==> src/rtl/scf_regs.svh <==
`ifndef SCF_REGS_SVH
`define SCF_REGS_SVH
// Operation
// - tx-empty flag with its enable raises interrupt
// - rx-filled flag with its enable raises interrupt
// - any error flag except format error, with error enable, interrupts
// - control bit 4 selects sync frame format
// - control bit 3 enables select pulse mode
// - drive bit pulls select low when master, enabled and select set as output
// - tx dma request while tx buffer empty
// - rx dma request while rx buffer filled
// - control resets zero, 16/32-bit access
// - status resets to 0x2, tx empty only
// - format error set by hardware, write-zero clears
// - transfer active flag follows frame activity
// - overrun cleared by data read then status read
// - master select low sets config fault, not audio
// - status access then control0 write clears fault
// - crc mismatch set, write-zero clears, not audio
// - underrun audio only, status read clears
// - channel side tracks audio word select, held zero in pcm
// - status bits show tx empty, rx filled

`define SCF_OFF_CTL 8'h04
`define SCF_OFF_STAT 8'h08
`define SCF_CTL_RST 8'h00
`define SCF_CTL_W 8
`define SCF_C_TX_EMPTY_IRQ_ENABLE 7
`define SCF_C_RX_FULL_IRQ_ENABLE 6
`define SCF_C_ERROR_IRQ_ENABLE 5
`define SCF_C_SYNC 4
`define SCF_C_PULSE 3
`define SCF_C_DRIVE 2
`define SCF_C_TXDMA 1
`define SCF_C_RXDMA 0
`define SCF_S_FORMAT_ERROR_FLAG 8
`define SCF_S_RXOV 6
`define SCF_S_CRC 4
`define SCF_STAT_W 9
`define SCF_RD_ZERO 32'h0000_0000
`endif
==> src/rtl/scf_pkg.sv <==
package scf_pkg;
    // register port request from software
    typedef struct packed {
        logic [7:0] addr;
        logic [31:0] wdata;
        logic [1:0] half_en;
        logic write;
        logic read;
    } scf_bus_req_t;

    // events and levels from the shift engine, same clock
    typedef struct packed {
        logic tx_loaded;
        logic rx_done;
        logic crc_bad;
        logic format_bad;
        logic underrun;
        logic frame_busy;
        logic data_wr;
        logic data_rd;
        logic ctl0_wr;
    } scf_evt_t;

    // settings held in the first control register
    typedef struct packed {
        logic master;
        logic enable;
        logic soft_sel_en;
        logic soft_sel_level;
        logic sel_is_output;
        logic audio_mode;
        logic audio_pcm;
    } scf_cfg_t;

    typedef struct packed {
        logic tx_empty_irq_enable;
        logic rx_full_irq_enable;
        logic error_irq_enable;
        logic sync_frame_format_enable;
        logic select_pulse_mode_enable;
        logic select_output_drive;
        logic tx_dma_request_enable;
        logic rx_dma_request_enable;
    } scf_ctl_t;

    typedef struct packed {
        logic format_error_flag;
        logic transfer_active_flag;
        logic rx_overrun_flag;
        logic config_fault_flag;
        logic crc_mismatch_flag;
        logic tx_underrun_flag;
        logic audio_channel_side;
        logic tx_buffer_empty;
        logic rx_buffer_filled;
    } scf_stat_t;

    typedef struct packed {
        scf_ctl_t ctl;
        scf_stat_t stat;
        logic ovr_arm;
        logic conf_arm;
        logic [1:0] sel_sync;
        logic [1:0] lck_sync;
        logic lck_prev;
        logic [1:0] ws_sync;
        logic irq;
        logic dma_tx;
        logic dma_rx;
        logic sel_oe;
        logic [31:0] rdata;
    } scf_state_t;
endpackage : scf_pkg

==> src/rtl/scf_ctrl_status.sv <==
`timescale 1ns/1ps
`include "scf_regs.svh"
module scf_ctrl_status (
    input wire logic clk_sys,
    input wire logic reset_n,
    input wire scf_pkg::scf_bus_req_t bus_req,
    output logic [31:0] bus_rdata,
    input wire scf_pkg::scf_evt_t evt,
    input wire scf_pkg::scf_cfg_t cfg,
    input wire logic select_pin_in,
    input wire logic link_clk_pin,
    input wire logic word_select_pin,
    output logic select_pin_out,
    output logic select_pin_oe,
    output logic irq,
    output logic dma_tx_req,
    output logic dma_rx_req,
    output logic sync_frame_mode,
    output logic select_pulse_mode
);
    scf_pkg::scf_state_t st_q;
    scf_pkg::scf_state_t st_d;

    function automatic logic scf_hit(input logic [7:0] a, input logic [7:0] off);
        scf_hit = (a == off);
    endfunction : scf_hit

    logic wr_ctl;
    logic wr_stat;
    logic rd_stat;
    logic lo_lane;
    logic lck_rise;
    logic sel_level;
    logic err_any;

    always_comb begin
        st_d = st_q;
        lo_lane = bus_req.half_en[0];
        wr_ctl = bus_req.write && lo_lane && scf_hit(bus_req.addr, `SCF_OFF_CTL);
        wr_stat = bus_req.write && lo_lane && scf_hit(bus_req.addr, `SCF_OFF_STAT);
        rd_stat = bus_req.read && scf_hit(bus_req.addr, `SCF_OFF_STAT);

        // pin inputs pass two flops; only the second stage is read
        st_d.sel_sync = {st_q.sel_sync[0], select_pin_in};
        st_d.lck_sync = {st_q.lck_sync[0], link_clk_pin};
        st_d.ws_sync = {st_q.ws_sync[0], word_select_pin};
        st_d.lck_prev = st_q.lck_sync[1];
        lck_rise = st_q.lck_sync[1] && !st_q.lck_prev;

        // upper half is reserved, so only the low lane can change control
        if (wr_ctl) begin
            st_d.ctl = bus_req.wdata[`SCF_CTL_W-1:0];
        end

        // clears first, hardware sets below so a set in the same cycle wins
        if (wr_stat && !bus_req.wdata[`SCF_S_FORMAT_ERROR_FLAG]) begin
            st_d.stat.format_error_flag = 1'b0;
        end
        if (wr_stat && !bus_req.wdata[`SCF_S_CRC]) begin
            st_d.stat.crc_mismatch_flag = 1'b0;
        end
        if (rd_stat) begin
            st_d.stat.tx_underrun_flag = 1'b0;
        end
        if (evt.data_rd) begin
            st_d.ovr_arm = 1'b1;
        end
        if (rd_stat && st_q.ovr_arm) begin
            st_d.stat.rx_overrun_flag = 1'b0;
            st_d.ovr_arm = 1'b0;
        end
        if (rd_stat || (bus_req.write && scf_hit(bus_req.addr, `SCF_OFF_STAT))) begin
            st_d.conf_arm = 1'b1;
        end
        if (evt.ctl0_wr && st_q.conf_arm) begin
            st_d.stat.config_fault_flag = 1'b0;
            st_d.conf_arm = 1'b0;
        end
        if (evt.data_wr) begin
            st_d.stat.tx_buffer_empty = 1'b0;
        end
        if (evt.data_rd) begin
            st_d.stat.rx_buffer_filled = 1'b0;
        end

        // hardware sets
        if (evt.tx_loaded) begin
            st_d.stat.tx_buffer_empty = 1'b1;
        end
        if (evt.rx_done) begin
            st_d.stat.rx_buffer_filled = 1'b1;
            if (st_q.stat.rx_buffer_filled && !evt.data_rd) begin
                st_d.stat.rx_overrun_flag = 1'b1;
                st_d.ovr_arm = 1'b0;
            end
        end
        if (evt.format_bad && (cfg.audio_mode || st_q.ctl.sync_frame_format_enable)) begin
            st_d.stat.format_error_flag = 1'b1;
        end
        if (evt.crc_bad && !cfg.audio_mode) begin
            st_d.stat.crc_mismatch_flag = 1'b1;
        end
        if (evt.underrun && cfg.audio_mode) begin
            st_d.stat.tx_underrun_flag = 1'b1;
        end
        // select pin level as seen by the fault check, hardware or software
        sel_level = cfg.soft_sel_en ? cfg.soft_sel_level : st_q.sel_sync[1];
        if (cfg.master && !cfg.audio_mode && !sel_level) begin
            st_d.stat.config_fault_flag = 1'b1;
        end
        st_d.stat.transfer_active_flag = evt.frame_busy;
        // side is taken on a link clock edge so it only moves between words
        if (!cfg.audio_mode || cfg.audio_pcm) begin
            st_d.stat.audio_channel_side = 1'b0;
        end else if (lck_rise) begin
            st_d.stat.audio_channel_side = st_q.ws_sync[1];
        end

        err_any = st_q.stat.crc_mismatch_flag || st_q.stat.config_fault_flag
            || st_q.stat.rx_overrun_flag || st_q.stat.tx_underrun_flag;
        st_d.irq = (st_q.ctl.tx_empty_irq_enable && st_q.stat.tx_buffer_empty)
            || (st_q.ctl.rx_full_irq_enable && st_q.stat.rx_buffer_filled)
            || (st_q.ctl.error_irq_enable && err_any);
        st_d.dma_tx = st_q.ctl.tx_dma_request_enable && st_q.stat.tx_buffer_empty;
        st_d.dma_rx = st_q.ctl.rx_dma_request_enable && st_q.stat.rx_buffer_filled;
        // with the pin as input the drive bit is ignored and the peer holds it high
        st_d.sel_oe = st_q.ctl.select_output_drive && cfg.sel_is_output
            && cfg.master && cfg.enable;

        st_d.rdata = `SCF_RD_ZERO;
        if (bus_req.read && scf_hit(bus_req.addr, `SCF_OFF_CTL)) begin
            st_d.rdata[`SCF_CTL_W-1:0] = st_q.ctl;
        end else if (rd_stat) begin
            st_d.rdata[`SCF_STAT_W-1:0] = st_q.stat;
        end
    end

    always_ff @(posedge clk_sys or negedge reset_n) begin
        if (!reset_n) begin
            st_q <= '0;
            st_q.stat.tx_buffer_empty <= 1'b1;
        end else begin
            st_q <= st_d;
        end
    end

    assign bus_rdata = st_q.rdata;
    assign irq = st_q.irq;
    assign dma_tx_req = st_q.dma_tx;
    assign dma_rx_req = st_q.dma_rx;
    assign select_pin_oe = st_q.sel_oe;
    assign select_pin_out = 1'b0;
    assign sync_frame_mode = st_q.ctl.sync_frame_format_enable;
    assign select_pulse_mode = st_q.ctl.select_pulse_mode_enable;
endmodule : scf_ctrl_status

==> config.mk <==
export PLATFORM = sky130hd
export DESIGN_NAME = scf_ctrl_status
export DESIGN_NICKNAME = d
export VERILOG_FILES = /design/src/rtl/scf_pkg.sv /design/src/rtl/scf_ctrl_status.sv
export VERILOG_INCLUDE_DIRS = /design/src /design/src/rtl
export SDC_FILE = /design/constraint.sdc
export NUM_CORES = 1
export LEC_CHECK = 0
export BUFFER_PORTS_ARGS = -buffer_cell sky130_fd_sc_hd__clkbuf_2
export CORE_AREA = 8 8 71 73
export DETAILED_ROUTE_END_ITERATION = 10
export DIE_AREA = 0 0 79 81
export PLACE_DENSITY_LB_ADDON = 0.25
export SETUP_SLACK_MARGIN = 0.15
export SYNTH_ARGS = -nofsm -noshare
export SYNTH_HDL_FRONTEND = slang
export SYNTH_SLANG_ARGS = --single-unit
==> constraint.sdc <==
create_clock -name clk_sys -period 2.65 [get_ports clk_sys]
set_input_delay 0.53 -clock clk_sys [delete_from_list [all_inputs] [get_ports clk_sys]]
set_output_delay 0.53 -clock clk_sys [all_outputs]
set_load 0.005 [all_outputs]
==> results of run 1 <==
-- state kept, by name, summed over array words and instances (netlist names) --
register and flops:
irq 1, select_pin_oe 1, sync_frame_mode 1, dma_tx_req 1
bus_rdata 9, select_pulse_mode 1, st_q 20, dma_rx_req 1
st_d 4
-- synth_stat cells (all sizes together), types with 2 or more instances --
| cell type | n | share of area |
|---|---|---|
| a21o | 2 | 0.0087 |
| a21oi | 2 | 0.0058 |
| a22oi | 9 | 0.039 |
| a32o | 2 | 0.012 |
| and2 | 3 | 0.011 |
| and4 | 2 | 0.010 |
| buf | 35 | 0.15 |
| dfrtp | 38 | 0.55 |
| inv | 6 | 0.013 |
| mux2 | 8 | 0.052 |
| mux2i | 3 | 0.017 |
| nand2 | 5 | 0.011 |
| nor2 | 11 | 0.024 |
| nor2b | 4 | 0.014 |
| nor3 | 2 | 0.0058 |
-- layout make-up --
class,count,area [sq um]
Fill cell,381,1930
Sequential cell,39,977
Multi-Input combinational cell,88,549
Timing Repair Buffer,57,290
Clock buffer,7,76.3
Tap cell,50,62.6
Inverter,6,22.5
Clock inverter,1,5.00
-- metrics by stage --
step	util	hold slack, ns	cell area [sq um]	power (mW)	worst slack (ns)
5_1_grt	0.507	0.333	1980	1.13	0.821
2_1_floorplan	-	0.234	1820	0.689	0.981
6_report	0.507	0.346	1980	1.08	0.891
4_1_cts	0.507	0.337	1980	1.09	0.889
3_3_place_gp	0.486	0.335	1900	0.718	0.588
3_5_place_dp	0.486	0.340	1900	0.720	0.586
-- cell families after synthesis --
kind of cell	Yosys count
multiplexers	11
AND/OR/NAND/NOR	32
buffers and inverters	42
other	1
flip-flops	39
AO/OA/AOI/OAI	21
-- routing by layer --
metal	part of all wire	up-vias
li1	-	544
met1	0.36	546
met2	0.50	62
met3	0.12	9
met4	0.017	0
met5	0	-
-- power groups by stage --
| stage | clock [mW] | sequential, mW | combinational, mW |
|---|---|---|---|
| floorplan | 0 | 0.630 | 0.0598 |
| global placement | 0 | 0.632 | 0.0869 |
| detailed placement | 0 | 0.633 | 0.0878 |
| CTS | 0.383 | 0.621 | 0.0880 |
| global route | 0.407 | 0.623 | 0.101 |
| finish | 0.367 | 0.622 | 0.0889 |
-- worst paths after layout --
path	startpoint	to	slack (ns)	depth (start not counted)
hold reg to reg	st_d[37]$_DFF_PN0_	st_q[37]$_DFF_PN0_	0.35	0
setup reg to reg	st_q[51]$_DFF_PN0_	irq$_DFF_PN0_	1.63	2
min in group asynchronous	reset_n	dma_rx_req$_DFF_PN0_	0.36	1
setup / recovery	bus_req[41]	st_q[55]$_DFFE_PN0P_	0.89	4
hold / removal	link_clk_pin	st_d[40]$_DFF_PN0_	0.35	1
max in group asynchronous	reset_n	st_q[50]$_DFFE_PN0P_	1.72	1
==> impl_metrics.py, run 1 <==
metrics = {
    "power": {
        "irDropWorstVdd_uv": 374,
        "netSwitchingFraction": 0.225,
        "p_sw_mw": 0.243,
        "pwr-share-comb": 0.082,
        "power_frac_seq": 0.577,
        "p_int_mw": 0.835,
        "p_leak_nw": 1.06,
        "p_clk_frac": 0.341,
        "cellPowerDensity_nw_per_um2": 543,
    },
    "drt": {
        "drtPass1Iterations": 5,
        "routedWlPerCell_microns": 14.6,
        "antenna_left": 0,
        "viasPerCell": 4.68,
        "wl_mm": 3.61,
        "drtIter0Drc": 107,
        "drc": 0,
        "num_vias": 1161,
    },
    "sta": {
        "min_period_ns": 1.76,
        "setup_viol": 0,
        "maxSlewHeadroom": 0.390,
        "worst_pin_slew_ns": 0.915,
        "fmax_ghz": 0.568,
        "rsz0062_at_grt": "no",
        "slew_viol_final": 0,
        "finalClockSkew_ns": 0.00699,
        "tns_ns": 0,
        "hold_violations": 0,
        "fin_crit_sh": 0.664,
    },
    "clocking": {
        "cts_tree": "yes",
        "clockRootBuffer": "clkbuf_8",
        "clkSinkCount": 39,
        "post-cts-setup-buffer-count": 0,
        "clk_pin_slew_worst_paths_ns": 0.07,
        "clk_latency_ns": 0.29,
        "htreeDepth": 2,
        "cts_hold_buf": 0,
        "clock_path_buffers": 2,
        "cts_buffers": 5,
        "cts_resized": 0,
    },
    "grt": {
        "grt_pass1_vias": 1278,
        "grtUsageMet2": 0.190,
        "grt_pass1_wl_mm": 5.70,
        "met3_usage": 0.0563,
        "grt_max_degree": 40,
        "grt_usage": 0.115,
        "antenna_found_initial": 0,
        "gr-total-overflow": 0,
        "top_usage_layer": "met2",
        "use_met1": 0.120,
    },
    "critical_path": {
        "crit_path_end_kind": "flip-flop",
        "crit_family": "simple AND/OR/NAND/NOR gates",
        "cp_slowest_cell": "and4_1",
        "critPathRequiredTime_ns": 2.82,
        "cp_data_arrival_time_ns": 1.93,
        "cpPeakStageDelay_ns": 0.53,
        "critPathMaxFanout": 8,
        "critPathLaunchType": "input port",
        "crit_buf_inv": 1,
        "critical_path_class": "input port to flip-flop",
        "path_cells": "clkbuf_2, nor4_4, and4_1, mux2_2",
    },
    "cells_and_area": {
        "fin_cells": 248,
        "layout_commonest_cell": "clkbuf_2",
        "n_antenna_cell": 0,
        "final_nets": 262,
        "area_growth_pct": 14.6,
        "drive_gt1_frac": 0.374,
        "final_cell_mix": "clkbuf_2 (55), dfrtp_1 (38), conb_1 (24)",
    },
    "yosys": {
        "synthCells": 146,
        "ys_ff_latch": 39,
        "synthAdderAreaFrac": 0,
        "synthMuxAreaShare": 0.0694,
        "synth_xor_area_frac": 0,
        "synth_edf_count": 0,
        "synth_top_family_by_area": "buffers and inverters",
        "synth_compound_area_frac": 0.0926,
        "async_flop_share": 1.00,
        "yosys.cell_types.count": 31,
        "yosysWarnings": 0,
        "yosysSeqAreaShare": 0.565,
        "synthSimpleGateAreaFrac": 0.103,
        "avgSynthCellArea_sq_um": 11.9,
        "synth_ff_type": "dfrtp_1",
        "synth_area_sq_um": 1730,
    },
    "floorplan": {
        "core_sq_um": 3910,
        "die_w_microns": 79,
        "die-area_sq_um": 6400,
        "start_util": 0.442,
        "ios": 104,
        "rows": 23,
        "dieHeight_microns": 81,
    },
    "placed_design": {
        "portBuffers": 55,
        "dp_hpwl_mm": 2.86,
        "dp.cells": 240,
        "gp_congestion": 0.783,
    },
    "flow_run": {
        "maxCapViolCount": 0,
    },
    "worst_hold_path": {
        "hp-class": "input port to flip-flop",
    },
    "status": {
        "outcome": "finished clean",
    },
}
Power figures use the tool's default switching activity.
==> run 2, diff against run 1 <==
--- a/config.mk
+++ b/config.mk
@@ -7,9 +7,9 @@
 export NUM_CORES = 1
 export LEC_CHECK = 0
 export BUFFER_PORTS_ARGS = -buffer_cell sky130_fd_sc_hd__clkbuf_2
-export CORE_AREA = 8 8 71 73
+export CORE_AREA = 8 8 76 78
 export DETAILED_ROUTE_END_ITERATION = 10
-export DIE_AREA = 0 0 79 81
+export DIE_AREA = 0 0 84 86
 export PLACE_DENSITY_LB_ADDON = 0.25
 export SETUP_SLACK_MARGIN = 0.15
 export SYNTH_ARGS = -nofsm -noshare
==> constraint.sdc (replaced) <==
create_clock -name clk_sys -period 1.47 [get_ports clk_sys]
set_input_delay 0.294 -clock clk_sys [delete_from_list [all_inputs] [get_ports clk_sys]]
set_output_delay 0.294 -clock clk_sys [all_outputs]
set_load 0.005 [all_outputs]
==> run 2 against run 1 <==
Final cell count is 3.6% higher. Power is 93% higher. Final area is 6.6% higher. Global-route usage is 0.74 points lower. First-iteration DRC count is 62% lower. Register-to-register slack worse by 1.2 ns. Worst setup slack worse by 0.67 ns. Via count is 2.3% lower. Combinational power is 110% higher. Sequential power is 80% higher. Highest routed layer unchanged.
==> impl_metrics.py, run 2 (synthesized netlist as in run 1, its figures left out) <==
metrics = {
    "drt": {
        "drc": 0,
        "antenna_left": 0,
        "top_layer": "met4",
        "wl_met3_microns": 300,
        "drtIter0Drc": 41,
        "num_vias": 1134,
        "wl_met1_mm": 1.63,
        "drtPass1Iterations": 4,
        "wl_mm": 3.84,
        "wl_met2_mm": 1.84,
        "viasPerCell": 4.41,
        "routedWlPerCell_microns": 14.9,
    },
    "critical_path": {
        "path_cells": "clkbuf_2, nor4_4, and4_1, buf_12, mux2_4",
        "crit_path_end_kind": "flip-flop",
        "critPathLaunchType": "input port",
        "critPathRequiredTime_ns": 1.64,
        "critPathMaxFanout": 8,
        "critical_path_class": "input port to flip-flop",
        "cp_data_arrival_time_ns": 1.42,
        "cp_slowest_cell": "mux2_4",
        "cpPeakStageDelay_ns": 0.30,
    },
    "worst_hold_path": {
        "hp-class": "input port to flip-flop",
    },
    "clocking": {
        "cts_resized": 0,
        "clkSinkCount": 39,
        "clock_path_buffers": 2,
        "cts_hold_buf": 1,
        "clk_pin_slew_worst_paths_ns": 0.07,
        "cts_buffers": 5,
        "clockRootBuffer": "clkbuf_8",
        "htreeDepth": 2,
        "post-cts-setup-buffer-count": 0,
        "cts_tree": "yes",
        "clk_latency_ns": 0.29,
    },
    "power": {
        "cellPowerDensity_nw_per_um2": 985,
        "power_mw": 2.08,
        "p_leak_nw": 1.11,
        "irDropWorstVdd_uv": 465,
    },
    "sta": {
        "tns_ns": 0,
        "fin_crit_sh": 0.851,
        "slew_viol_final": 0,
        "min_period_ns": 1.25,
        "fmax_ghz": 0.800,
        "setup_viol": 0,
        "hold_violations": 0,
        "finalClockSkew_ns": 0.00587,
        "rsz0062_at_grt": "no",
    },
    "status": {
        "outcome": "finished clean",
    },
    "floorplan": {
        "start_util": 0.376,
        "die_w_microns": 84,
        "rows": 25,
        "dieHeight_microns": 86,
        "core_sq_um": 4600,
        "die-area_sq_um": 7220,
        "ios": 104,
    },
    "cells_and_area": {
        "n_antenna_cell": 0,
        "area_growth_pct": 22.2,
        "largest_reg_flops": 20,
        "drive_gt1_frac": 0.389,
        "final_cell_mix": "clkbuf_2 (55), dfrtp_1 (38), conb_1 (24)",
        "layout_commonest_cell": "clkbuf_2",
        "largest_register": "st_q",
        "final_nets": 267,
    },
    "grt": {
        "grt_max_degree": 20,
        "grt_pass1_vias": 1246,
        "gr-total-overflow": 0,
        "grt_pass1_wl_mm": 6.10,
        "grt_usage": 0.108,
        "antenna_found_initial": 0,
    },
    "placed_design": {
        "portBuffers": 55,
        "gp_congestion": 0.773,
        "dp_hpwl_mm": 3.03,
    },
    "flow_run": {
        "maxCapViolCount": 0,
    },
}
## run 2: changes by cell type in the layout (fill, tap and decap cells not counted)
cell / delta
clkbuf_8: +2
buf_12: +3
mux2_4: +8
dlygate4sd3_1: +1
clkinv_2: -1
mux2_2: -8
buf_4: +1
clkbuf_1: -1
## run 2: worst max-delay path: cells and delay by family
family	cells	cell delay (ns)
buffers and inverters	2	0.25
muxes	1	0.30
and+or+nand+nor	2	0.57
## run 2: metal layers
metal,vias to the layer above,track usage
li1,551,-
met3,7,0.0493
met1,534,0.116
met5,-,0
met2,42,0.176
met4,0,0.0518
## run 2: cell type report
cell class              count  area [sq um]
repair buffers             62           368
flip-flops and latches     39           977
clock buffers               8           100
fillers                   458          2480
inverters                   6          22.5
multi-input cells          88           579
well taps                  54          67.6
## run 2: final timing paths
kind | slack [ns] | from | cells after the start | to
setup reg to reg | 0.40 | st_q[51]$_DFF_PN0_ | 2 | irq$_DFF_PN0_
setup / recovery | 0.22 | bus_req[42] | 5 | st_q[55]$_DFFE_PN0P_
min in group asynchronous | 0.48 | reset_n | 2 | dma_rx_req$_DFF_PN0_
hold reg to reg | 0.35 | st_d[37]$_DFF_PN0_ | 0 | st_q[37]$_DFF_PN0_
max in group asynchronous | 0.52 | reset_n | 3 | select_pin_oe$_DFF_PN0_
hold / removal | 0.11 | select_pin_in | 1 | st_d[42]$_DFF_PN0_
## run 2: metrics by stage
stage                     setup slack [ns]  hold slack (ns)  instance area [sq um]   util  cells
after CTS                            0.234           0.0981                   2110  0.460    257
after global routing                 0.214           0.0949                   2110  0.460    257
after global placement             -0.0701            0.244                   2000  0.436    248
after detailed placement           -0.0710            0.253                   2000  0.436    248
after floorplan                     0.0394         -0.00159                   1850      -    169
final                                0.219            0.106                   2110  0.460    257
## run 2: report_power, final
group	internal [mW]	total [mW]	switching, mW
logic	0.0873	0.183	0.0961
clock network	0.428	0.782	0.354
registers	1.10	1.12	0.0162
total	1.62	2.08	0.466
